<file path="src/rtl/per_pkg.sv">
package per_pkg;
    // Channel and source counts
    localparam int NUM_CH  = 12;
    localparam int NUM_SRC = 16;
    localparam int SRC_W   = 4;
    localparam int CH_W    = 4;
    // Register byte offsets
    localparam logic [7:0] ADDR_CTRL      = 8'h00;
    localparam logic [7:0] ADDR_STATUS    = 8'h0c;
    localparam logic [7:0] ADDR_INTEN_CLR = 8'h10;
    localparam logic [7:0] ADDR_INTEN_SET = 8'h14;
    localparam logic [7:0] ADDR_FLAGS     = 8'h18;
    localparam logic [7:0] ADDR_SW_EVT    = 8'h1c;
    // Channel configuration registers: base + 4 * channel
    localparam logic [7:0] ADDR_CH_BASE   = 8'h20;
    // Consumer selection registers: base + 4 * consumer
    localparam logic [7:0] ADDR_USR_BASE  = 8'h60;
    // Field positions
    localparam int SOFTWARE_RESET_BIT_BIT   = 0;
    localparam int OVR_LSB     = 0;
    localparam int EVD_LSB     = 16;
    localparam int BUSY_LSB    = 16;
    localparam int CFG_SRC_LSB = 0;
    localparam int CFG_PATH_LSB = 8;
    localparam int CFG_RUNSTBY_BIT = 14;
    localparam int CFG_ONREQ_BIT = 15;
    // Consumer selection: 0 means none, n+1 means channel n
    localparam logic [CH_W:0] USR_NONE = 5'h00;
    // Resynchronized_path delay on request, in channel clock periods
    localparam int ONREQ_DELAY = 2;
    // Path encodings
    typedef enum logic [1:0] {
        PER_PATH_SYNC   = 2'h0,
        PER_PATH_RESYNCHRONIZED_PATH = 2'h1,
        PER_PATH_ASYNC  = 2'h2
    } per_path_t;
endpackage

</file>
<file path="src/rtl/per_router.sv">
// The plain strobed port was left to the implementer.
`timescale 1ns/1ps
// Notes on behaviour
// - Twelve channels, each may pick any event source.
// - Each channel runs asynchronous, resynchronized or synchronous path.
// - Every consumer chooses its own channel; sharing is allowed.
// - Events pass through hardware only, no bus traffic needed.
// - Standby bit clear: idle runs only when pending, standby disabled; the async path is not gated and still passes in standby.
// - Standby bit set: channel keeps running in idle and standby.
// - On-request resynchronized_path path adds two channel clock periods of delay.
// - Works in sleep, waking only needed logic, raising interrupts.
// - Detected flag sets one cycle after propagation, never on async path.
// - Overrun flag never sets on the async path.
// - Write one clears detected flag, zero ignored; enabled flag interrupts.
module per_router #(
    parameter int NUM_USR = 8
) (
    // Clock and reset
    input  wire logic                           clock_i,
    input  wire logic                           rst_i,
    // Register port
    input  wire logic [7:0]                     addr_i,
    input  wire logic [31:0]                    wdata_i,
    input  wire logic                           wr_i,
    input  wire logic                           rd_i,
    output logic [31:0]                         rdata_o,
    // Sleep state
    input  wire logic                           idle_sleep_i,
    input  wire logic                           standby_sleep_i,
    // Event sources, from outside the clock domain
    input  wire logic [per_pkg::NUM_SRC-1:0]    src_evt_i,
    // Consumers
    input  wire logic [NUM_USR-1:0]             consumer_ready_i,
    output logic [NUM_USR-1:0]                  user_evt_o,
    output logic [NUM_USR-1:0]                  user_async_o,
    // Interrupt request and wake
    output logic                                irq_o,
    output logic                                wake_o
);
    localparam int NC = per_pkg::NUM_CH;

    // Source synchronisers
    logic [per_pkg::NUM_SRC-1:0] src_s1_r;
    logic [per_pkg::NUM_SRC-1:0] src_s2_r;
    logic [per_pkg::NUM_SRC-1:0] src_s3_r;
    logic [per_pkg::NUM_SRC-1:0] src_edge;
    logic                        stby_s1_r;
    logic                        stby_s2_r;
    logic                        idle_s1_r;
    logic                        idle_s2_r;
    logic [NUM_USR-1:0]          rdy_s1_r;
    logic [NUM_USR-1:0]          rdy_s2_r;

    // Registers
    logic [per_pkg::SRC_W-1:0]   ch_src_r  [NC];
    logic [1:0]                  ch_path_r [NC];
    logic [NC-1:0]               ch_onreq_r;
    logic [NC-1:0]               ch_stby_r;
    logic [per_pkg::CH_W:0]      usr_sel_r [NUM_USR];
    logic [31:0]                 inten_r;
    logic [NC-1:0]               evd_r;
    logic [NC-1:0]               ovr_r;
    logic [NC-1:0]               sw_evt_r;
    logic [31:0]                 rdata_nxt;

    // Channel results
    logic [NC-1:0] ch_evt;
    logic [NC-1:0] ch_async;
    logic [NC-1:0] ch_det;
    logic [NC-1:0] ch_ovr;
    logic [NC-1:0] ch_busy;
    logic [NC-1:0] ch_rdy;
    logic [NUM_USR-1:0] user_evt_nxt;
    logic [NUM_USR-1:0] user_async_nxt;

    // Decode
    logic          soft_rst;
    logic          wr_clr;
    logic          wr_set;
    logic          wr_flag;
    logic          wr_sw;
    logic          wr_ch;
    logic          wr_usr;
    logic [5:0]    ch_idx;
    logic [5:0]    usr_idx;
    logic [NC-1:0] evd_clr;
    logic [NC-1:0] ovr_clr;
    logic [31:0]   flags;

    assign soft_rst = wr_i & (addr_i == per_pkg::ADDR_CTRL) & wdata_i[per_pkg::SOFTWARE_RESET_BIT_BIT];
    assign wr_clr   = wr_i & (addr_i == per_pkg::ADDR_INTEN_CLR);
    assign wr_set   = wr_i & (addr_i == per_pkg::ADDR_INTEN_SET);
    assign wr_flag  = wr_i & (addr_i == per_pkg::ADDR_FLAGS);
    assign wr_sw    = wr_i & (addr_i == per_pkg::ADDR_SW_EVT);
    assign ch_idx   = 6'((addr_i - per_pkg::ADDR_CH_BASE) >> 2);
    assign usr_idx  = 6'((addr_i - per_pkg::ADDR_USR_BASE) >> 2);
    assign wr_ch    = wr_i & (addr_i >= per_pkg::ADDR_CH_BASE) & (ch_idx < 6'(NC))
                    & (addr_i[1:0] == 2'h0);
    assign wr_usr   = wr_i & (addr_i >= per_pkg::ADDR_USR_BASE) & (usr_idx < 6'(NUM_USR))
                    & (addr_i[1:0] == 2'h0);
    assign evd_clr  = wr_flag ? wdata_i[per_pkg::EVD_LSB +: NC] : '0;
    assign ovr_clr  = wr_flag ? wdata_i[per_pkg::OVR_LSB +: NC] : '0;
    assign flags    = {4'h0, evd_r, 4'h0, ovr_r};

    // Two-flop synchronisers for pins and sleep signals
    always_ff @(posedge clock_i or posedge rst_i) begin
        if (rst_i) begin
            src_s1_r  <= '0;
            src_s2_r  <= '0;
            src_s3_r  <= '0;
            stby_s1_r <= 1'b0;
            stby_s2_r <= 1'b0;
            idle_s1_r <= 1'b0;
            idle_s2_r <= 1'b0;
            rdy_s1_r  <= '0;
            rdy_s2_r  <= '0;
        end else begin
            src_s1_r  <= src_evt_i;
            src_s2_r  <= src_s1_r;
            src_s3_r  <= src_s2_r;
            stby_s1_r <= standby_sleep_i;
            stby_s2_r <= stby_s1_r;
            idle_s1_r <= idle_sleep_i;
            idle_s2_r <= idle_s1_r;
            rdy_s1_r  <= consumer_ready_i;
            rdy_s2_r  <= rdy_s1_r;
        end
    end

    // Rising edge of synchronised sources forms a one-cycle event
    assign src_edge = src_s2_r & ~src_s3_r;

    // Channels, each fully independent
    for (genvar c = 0; c < NC; c++) begin : g_ch
        // A channel is ready when every consumer listening to it is ready
        always_comb begin
            ch_rdy[c] = 1'b1;
            for (int u = 0; u < NUM_USR; u++) begin
                if (usr_sel_r[u] == (per_pkg::CH_W+1)'(c + 1) && !rdy_s2_r[u]) begin
                    ch_rdy[c] = 1'b0;
                end
            end
        end

        per_channel u_ch (
            .clock_i                   (clock_i),
            .rst_i                     (rst_i),
            .src_sel_i                 (ch_src_r[c]),
            .path_i                    (ch_path_r[c]),
            .run_on_request_i          (ch_onreq_r[c]),
            .keep_running_in_standby_i (ch_stby_r[c]),
            .idle_sleep_i              (idle_s2_r),
            .standby_sleep_i           (stby_s2_r),
            .src_sync_i                (src_edge),
            .src_raw_i                 (src_evt_i),
            .sw_evt_i                  (sw_evt_r[c]),
            .consumer_ready_i          (ch_rdy[c]),
            .evt_o                     (ch_evt[c]),
            .async_o                   (ch_async[c]),
            .detect_o                  (ch_det[c]),
            .overrun_o                 (ch_ovr[c]),
            .busy_o                    (ch_busy[c])
        );
    end

    // Consumer routing, each picks its own channel
    always_comb begin
        user_evt_nxt   = '0;
        user_async_nxt = '0;
        for (int u = 0; u < NUM_USR; u++) begin
            for (int c = 0; c < NC; c++) begin
                if (usr_sel_r[u] == (per_pkg::CH_W+1)'(c + 1)) begin
                    user_evt_nxt[u]   = ch_evt[c];
                    user_async_nxt[u] = ch_async[c];
                end
            end
        end
    end

    // Channel and consumer configuration
    always_ff @(posedge clock_i or posedge rst_i) begin
        if (rst_i) begin
            for (int c = 0; c < NC; c++) begin
                ch_src_r[c]  <= '0;
                ch_path_r[c] <= per_pkg::PER_PATH_SYNC;
            end
            ch_onreq_r <= '0;
            ch_stby_r  <= '0;
            for (int u = 0; u < NUM_USR; u++) usr_sel_r[u] <= per_pkg::USR_NONE;
        end else if (soft_rst) begin
            for (int c = 0; c < NC; c++) begin
                ch_src_r[c]  <= '0;
                ch_path_r[c] <= per_pkg::PER_PATH_SYNC;
            end
            ch_onreq_r <= '0;
            ch_stby_r  <= '0;
            for (int u = 0; u < NUM_USR; u++) usr_sel_r[u] <= per_pkg::USR_NONE;
        end else begin
            if (wr_ch) begin
                ch_src_r[ch_idx[3:0]]   <= wdata_i[per_pkg::CFG_SRC_LSB +: per_pkg::SRC_W];
                ch_path_r[ch_idx[3:0]]  <= wdata_i[per_pkg::CFG_PATH_LSB +: 2];
                ch_onreq_r[ch_idx[3:0]] <= wdata_i[per_pkg::CFG_ONREQ_BIT];
                ch_stby_r[ch_idx[3:0]]  <= wdata_i[per_pkg::CFG_RUNSTBY_BIT];
            end
            if (wr_usr) begin
                usr_sel_r[usr_idx[$clog2(NUM_USR)-1:0]] <= wdata_i[per_pkg::CH_W:0];
            end
        end
    end

    // Enables, flags and software events; hardware set wins over clear
    always_ff @(posedge clock_i or posedge rst_i) begin
        if (rst_i) begin
            inten_r  <= '0;
            evd_r    <= '0;
            ovr_r    <= '0;
            sw_evt_r <= '0;
        end else if (soft_rst) begin
            inten_r  <= '0;
            evd_r    <= '0;
            ovr_r    <= '0;
            sw_evt_r <= '0;
        end else begin
            inten_r  <= (inten_r & ~(wr_clr ? wdata_i : 32'h0))
                      | (wr_set ? wdata_i : 32'h0);
            evd_r    <= (evd_r & ~evd_clr) | ch_det;
            ovr_r    <= (ovr_r & ~ovr_clr) | ch_ovr;
            sw_evt_r <= wr_sw ? wdata_i[NC-1:0] : '0;
        end
    end

    // Read mux; unmapped addresses and the trigger register read zero
    always_comb begin
        rdata_nxt = 32'h0;
        if (rd_i) begin
            unique case (addr_i)
                per_pkg::ADDR_STATUS:    rdata_nxt = {4'h0, ch_busy, 4'h0, ch_rdy};
                per_pkg::ADDR_INTEN_CLR: rdata_nxt = inten_r & 32'h0fff0fff;
                per_pkg::ADDR_INTEN_SET: rdata_nxt = inten_r & 32'h0fff0fff;
                per_pkg::ADDR_FLAGS:     rdata_nxt = flags;
                default: begin
                    if (wr_ch | (rd_i & (addr_i >= per_pkg::ADDR_CH_BASE) & (ch_idx < 6'(NC))
                        & (addr_i[1:0] == 2'h0))) begin
                        rdata_nxt = {16'h0, ch_onreq_r[ch_idx[3:0]], ch_stby_r[ch_idx[3:0]],
                                     4'h0, ch_path_r[ch_idx[3:0]], 4'h0, ch_src_r[ch_idx[3:0]]};
                    end else if ((addr_i >= per_pkg::ADDR_USR_BASE) & (usr_idx < 6'(NUM_USR))
                        & (addr_i[1:0] == 2'h0)) begin
                        rdata_nxt = {27'h0, usr_sel_r[usr_idx[$clog2(NUM_USR)-1:0]]};
                    end
                end
            endcase
        end
    end

    // Registered outputs
    always_ff @(posedge clock_i or posedge rst_i) begin
        if (rst_i) begin
            rdata_o      <= 32'h0;
            irq_o        <= 1'b0;
            wake_o       <= 1'b0;
            user_evt_o   <= '0;
            user_async_o <= '0;
        end else begin
            rdata_o      <= rdata_nxt;
            irq_o        <= |(flags & inten_r);
            wake_o       <= |ch_busy;
            user_evt_o   <= user_evt_nxt;
            user_async_o <= user_async_nxt;
        end
    end
endmodule // per_router

</file>
<file path="src/rtl/per_channel.sv">
`timescale 1ns/1ps
// One event channel: source select, path handling, sleep gating, flags
module per_channel (
    // Clock and reset
    input  wire logic                         clock_i,
    input  wire logic                         rst_i,
    // Configuration
    input  wire logic [per_pkg::SRC_W-1:0]    src_sel_i,
    input  wire logic [1:0]                   path_i,
    input  wire logic                         run_on_request_i,
    input  wire logic                         keep_running_in_standby_i,
    input  wire logic                         idle_sleep_i,
    input  wire logic                         standby_sleep_i,
    // Events
    input  wire logic [per_pkg::NUM_SRC-1:0]  src_sync_i,
    input  wire logic [per_pkg::NUM_SRC-1:0]  src_raw_i,
    input  wire logic                         sw_evt_i,
    input  wire logic                         consumer_ready_i,
    // Results
    output logic                              evt_o,
    output logic                              async_o,
    output logic                              detect_o,
    output logic                              overrun_o,
    output logic                              busy_o
);
    logic       raw_sel;
    logic       sync_sel;
    logic       enabled;
    logic       pend_r;
    logic [1:0] dly_r;
    logic       resynchronized_path_evt;
    logic       fire;
    logic       is_async;

    assign raw_sel  = src_raw_i[src_sel_i];
    assign sync_sel = src_sync_i[src_sel_i] | sw_evt_i;
    assign is_async = (path_i == per_pkg::PER_PATH_ASYNC);
    // Disabled in standby unless kept running, except the async path; idle runs only with work pending
    assign enabled  = ~standby_sleep_i | keep_running_in_standby_i;
    // Resynchronized_path path gets two extra periods when running on request
    assign resynchronized_path_evt = run_on_request_i ? dly_r[1] : sync_sel;
    assign fire     = enabled & ((path_i == per_pkg::PER_PATH_RESYNCHRONIZED_PATH) ? resynchronized_path_evt : sync_sel);
    // Async path is combinational through the channel; the router registers user_async_o on the clock
    assign async_o  = is_async & raw_sel;

    // Delay line and pending state
    always_ff @(posedge clock_i or posedge rst_i) begin
        if (rst_i) begin
            dly_r  <= 2'h0;
            pend_r <= 1'b0;
        end else begin
            dly_r  <= {dly_r[0], sync_sel & run_on_request_i};
            pend_r <= (pend_r & ~consumer_ready_i) | (fire & ~is_async);
        end
    end

    // Outputs, flags never fire on the async path
    always_ff @(posedge clock_i or posedge rst_i) begin
        if (rst_i) begin
            evt_o     <= 1'b0;
            detect_o  <= 1'b0;
            overrun_o <= 1'b0;
            busy_o    <= 1'b0;
        end else begin
            evt_o     <= fire & ~is_async;
            detect_o  <= fire & ~is_async;
            overrun_o <= fire & ~is_async & pend_r & ~consumer_ready_i;
            busy_o    <= pend_r | (idle_sleep_i & fire);
        end
    end
endmodule // per_channel

</file>
<file path="config.mk">
export PLATFORM = sky130hd
export DESIGN_NAME = per_router
export DESIGN_NICKNAME = d
export VERILOG_FILES = /design/src/rtl/per_pkg.sv /design/src/rtl/per_router.sv /design/src/rtl/per_channel.sv
export SDC_FILE = /design/constraint.sdc
export NUM_CORES = 1
export LEC_CHECK = 0
export BUFFER_PORTS_ARGS = -buffer_cell sky130_fd_sc_hd__buf_2
export CAP_MARGIN = 0
export CELL_PAD_IN_SITES_DETAIL_PLACEMENT = 1
export CELL_PAD_IN_SITES_GLOBAL_PLACEMENT = 1
export CORE_UTILIZATION = 40
export DETAILED_ROUTE_END_ITERATION = 10
export PLACE_DENSITY = 0.68
export SYNTH_ARGS = -nofsm -noshare
export SYNTH_HDL_FRONTEND = slang
export SYNTH_SLANG_ARGS = --single-unit
</file>
<file path="constraint.sdc">
create_clock -name clock_i -period 41.8 [get_ports clock_i]
set_input_delay 10.45 -clock clock_i [delete_from_list [all_inputs] [get_ports clock_i]]
set_output_delay 10.45 -clock clock_i [all_outputs]
set_load 0.01 [all_outputs]
</file>
==> flow_summary.json <==
{
  "core_um2": 54100,
  "synthAdderAreaFrac_pct": 0.170,
  "crit_family": "compound AO/OA/AOI/OAI gates",
  "required_ns": 42.25,
  "reg2reg_slack_ns": 38.36,
  "finalHoldViolCount": 0,
  "ant_nets": 0,
  "routabilityCongestion": 0.958,
  "synth_area_um2": 22000,
  "slowest_stage": "and2_1",
  "hold_depth": 0,
  "antenna_found_initial": 1,
  "endpoint_kind": "flop",
  "async_flop_share_pct": 100,
  "worstPathCellList": "buf_2 -> inv_1 -> ha_1 -> a311o_1 -> a221oi_4 -> and3_1 -> buf_4 -> and2_1 -> mux2i_1 -> nor2_1",
  "ys.flop_type": "dfrtp_1",
  "die_area_um2": 56000,
  "cp_slowest_stage_delay_ns": 0.63,
  "drive_gt1_share_pct": 18.2,
  "fillers": 5945,
  "synth_top_family_by_area": "multiplexers",
  "worst-path-buf-inv": 3,
  "root_buffer": "clkbuf_16",
  "fmax_ghz": 0.0743,
  "reg2reg_from": "ch_src_r[16]",
  "min_to": "src_s2_r[1]",
  "globalRouteOverflowTotal": 0,
  "fin_nets": 2215,
  "synth_mux_area_share_pct": 21.0,
  "synth-seq-cells": 380,
  "die_x_um": 237,
  "holdCritPathClass": "reg -> reg",
  "dr.pass1.iters": 5,
  "synth_area_per_cell_um2": 10.2,
  "cts_setup_buffers": 0,
  "cts_buffers": 44,
  "num_rows": 85,
  "die_h_um": 237,
  "drv_slew": 0,
  "fin_crit_ns": 13.46,
  "synth_compound_area_share_pct": 13.8,
  "final_common_cell": "dfrtp_1",
  "port_buffers": 107,
  "cts.sinks": 380,
  "insertion_delay_ns": 0.60,
  "wire_per_inst_um": 31.1,
  "vias_per_cell": 6.68,
  "grt_setup_unrepaired": "no",
  "syn_to_final_growth_pct": 10.8,
  "drc": 0,
  "dp_hpwl_mm": 62.2,
  "synth.distinct_cells": 77,
  "final_cell_mix": "380 x dfrtp_1, 267 x nor2_1, 193 x nand2_1, 137 x mux4_2, 131 x mux2i_1",
  "ctsHoldBuffers": 0,
  "multi_input_area_um2": 11700,
  "track_usage_pct": 32.2,
  "grt_pass1_wl_mm": 133,
  "setup_violations": 0,
  "worst_pin_slew_ns": 1.18,
  "synthSimpleGateAreaFrac_pct": 17.7,
  "status": "finished clean",
  "min_from": "src_s1_r[1]",
  "drt_iter0_drc": 2127,
  "ctsResizeCount": 0,
  "ys_warn_count": 0,
  "setup_tns_ns": 0,
  "regArea_um2": 9510,
  "vias": 19200,
  "ys_seq_area_share_pct": 43.2,
  "slew_headroom_pct": 20.8,
  "cts_tree": "done",
  "setup_ws_ns": 28.34,
  "crit_type": "in -> reg",
  "cts_max_level": 2,
  "grt_max_degree": 120,
  "skew_ns": 0.0210,
  "synthCells": 2156,
  "boundaryPins": 120,
  "path_clk_slew_ns": 0.06,
  "start_util_pct": 40.7,
  "preCtsSetupSlack_ns": 27.85,
  "p_leak_nw": 10.1,
  "cap_violations": 0,
  "critPathMaxFanout": 24,
  "worstPathArrival_ns": 13.92,
  "clockBufferDepth": 3,
  "rr_worst_depth": 8,
  "peakVddDrop_v": 0.0000275,
  "synth_xor_area_share_pct": 0,
  "pwr_density_cell_nw_per_um2": 37.1,
  "min_period_over_period_pct": 32.2,
  "grt_pass1_vias": 19300,
  "cp.depth": 10,
  "r2r_end": "user_async_o[2]",
  "worst_setup_path_start_kind": "input pin",
  "synth-edff-count": 0,
  "routed_wl_mm": 89.5
}
stage by stage:
stage          hold WS (ns)  utilization, %  power [mW]  instance area [um^2]  std cells
6_report              0.344            45.1       0.906                 24400       2873
5_1_grt               0.351            45.1       0.934                 24400       2872
4_1_cts               0.346            45.1       0.912                 24400       2872
3_5_place_dp          0.336            42.3       0.511                 22900       2792
3_3_place_gp          0.332            42.3       0.507                 22900       2792
2_1_floorplan         0.331               -       0.467                 22000       2161
registers in the layout (all words and copies together) (netlist names), 16 cells and up:
signal,count
ch_src_r,48
usr_sel_r,40
rdata_o,26
ch_path_r,24
g_ch.u_ch.dly_r,24
inten_r,24
src_s1_r,16
src_s2_r,16
src_s3_r,16
power by group:
group          switching, mW  leakage [nW]  internal [mW]
logic                 0.0620          4.37         0.0376
clock network          0.168         0.725          0.231
registers             0.0261          5.04          0.381
routing by layer:
metal / share of wire, % / routed length [um] / global-route usage (%)
met5: 0 / 0 / 0
met4: 4.0 / 3580 / 11.9
met3: 9.1 / 8100 / 6.24
met2: 44 / 39600 / 48.2
met1: 43 / 38200 / 46.2
cells by family after synthesis:
family / count (synthesis)
AOI/OAI and AO/OA: 439
adders and majority gates: 3
buffers and inverters: 232
DFF: 380
muxes: 288
other: 1
and+or+nand+nor: 813
synth_stat cells, types with 15 or more instances:
cell      instances  area, um^2
mux2i_1         131        1310
mux4_2          137        3090
nand2_1         193         724
and2_1           20         125
clkbuf_1        170         638
nor2b_1          55         344
a22oi_1          65         488
nand3_1          71         355
nor2_1          271        1020
o22ai_1          19         119
nor3_1           45         225
o21ai_0          59         295
mux2_2           20         225
and3_1           15        93.8
dfrtp_1         380        9510
nand2b_1         42         263
inv_1            32         120
or3_1            16         100
nor3b_1          22         165
a21oi_1         117         586
worst max path at each step:
stage	startpoint	endpoint	slack [ns]
after CTS	addr_i[5]	ch_path_r[1]	28.48
after floorplan	rst_i	ch_onreq_r[0]	20.79
after global placement	addr_i[5]	ch_src_r[3]	28.01
after global routing	addr_i[5]	ch_src_r[3]	28.28
after detailed placement	addr_i[5]	ch_path_r[1]	27.85
final	addr_i[5]	ch_onreq_r[11]	28.34
layout make-up:
type | instances | share of cell area (%)
tap | 696 | 3.57
clock inverter | 25 | 1.14
antenna | 1 | 0.0103
inverter | 32 | 0.523
sequential | 380 | 39.0
multi-input combinational | 1549 | 47.8
clock buffer | 55 | 4.93
timing repair buffer | 135 | 3.06
No activity file was read; power rests on OpenSTA's default activity.
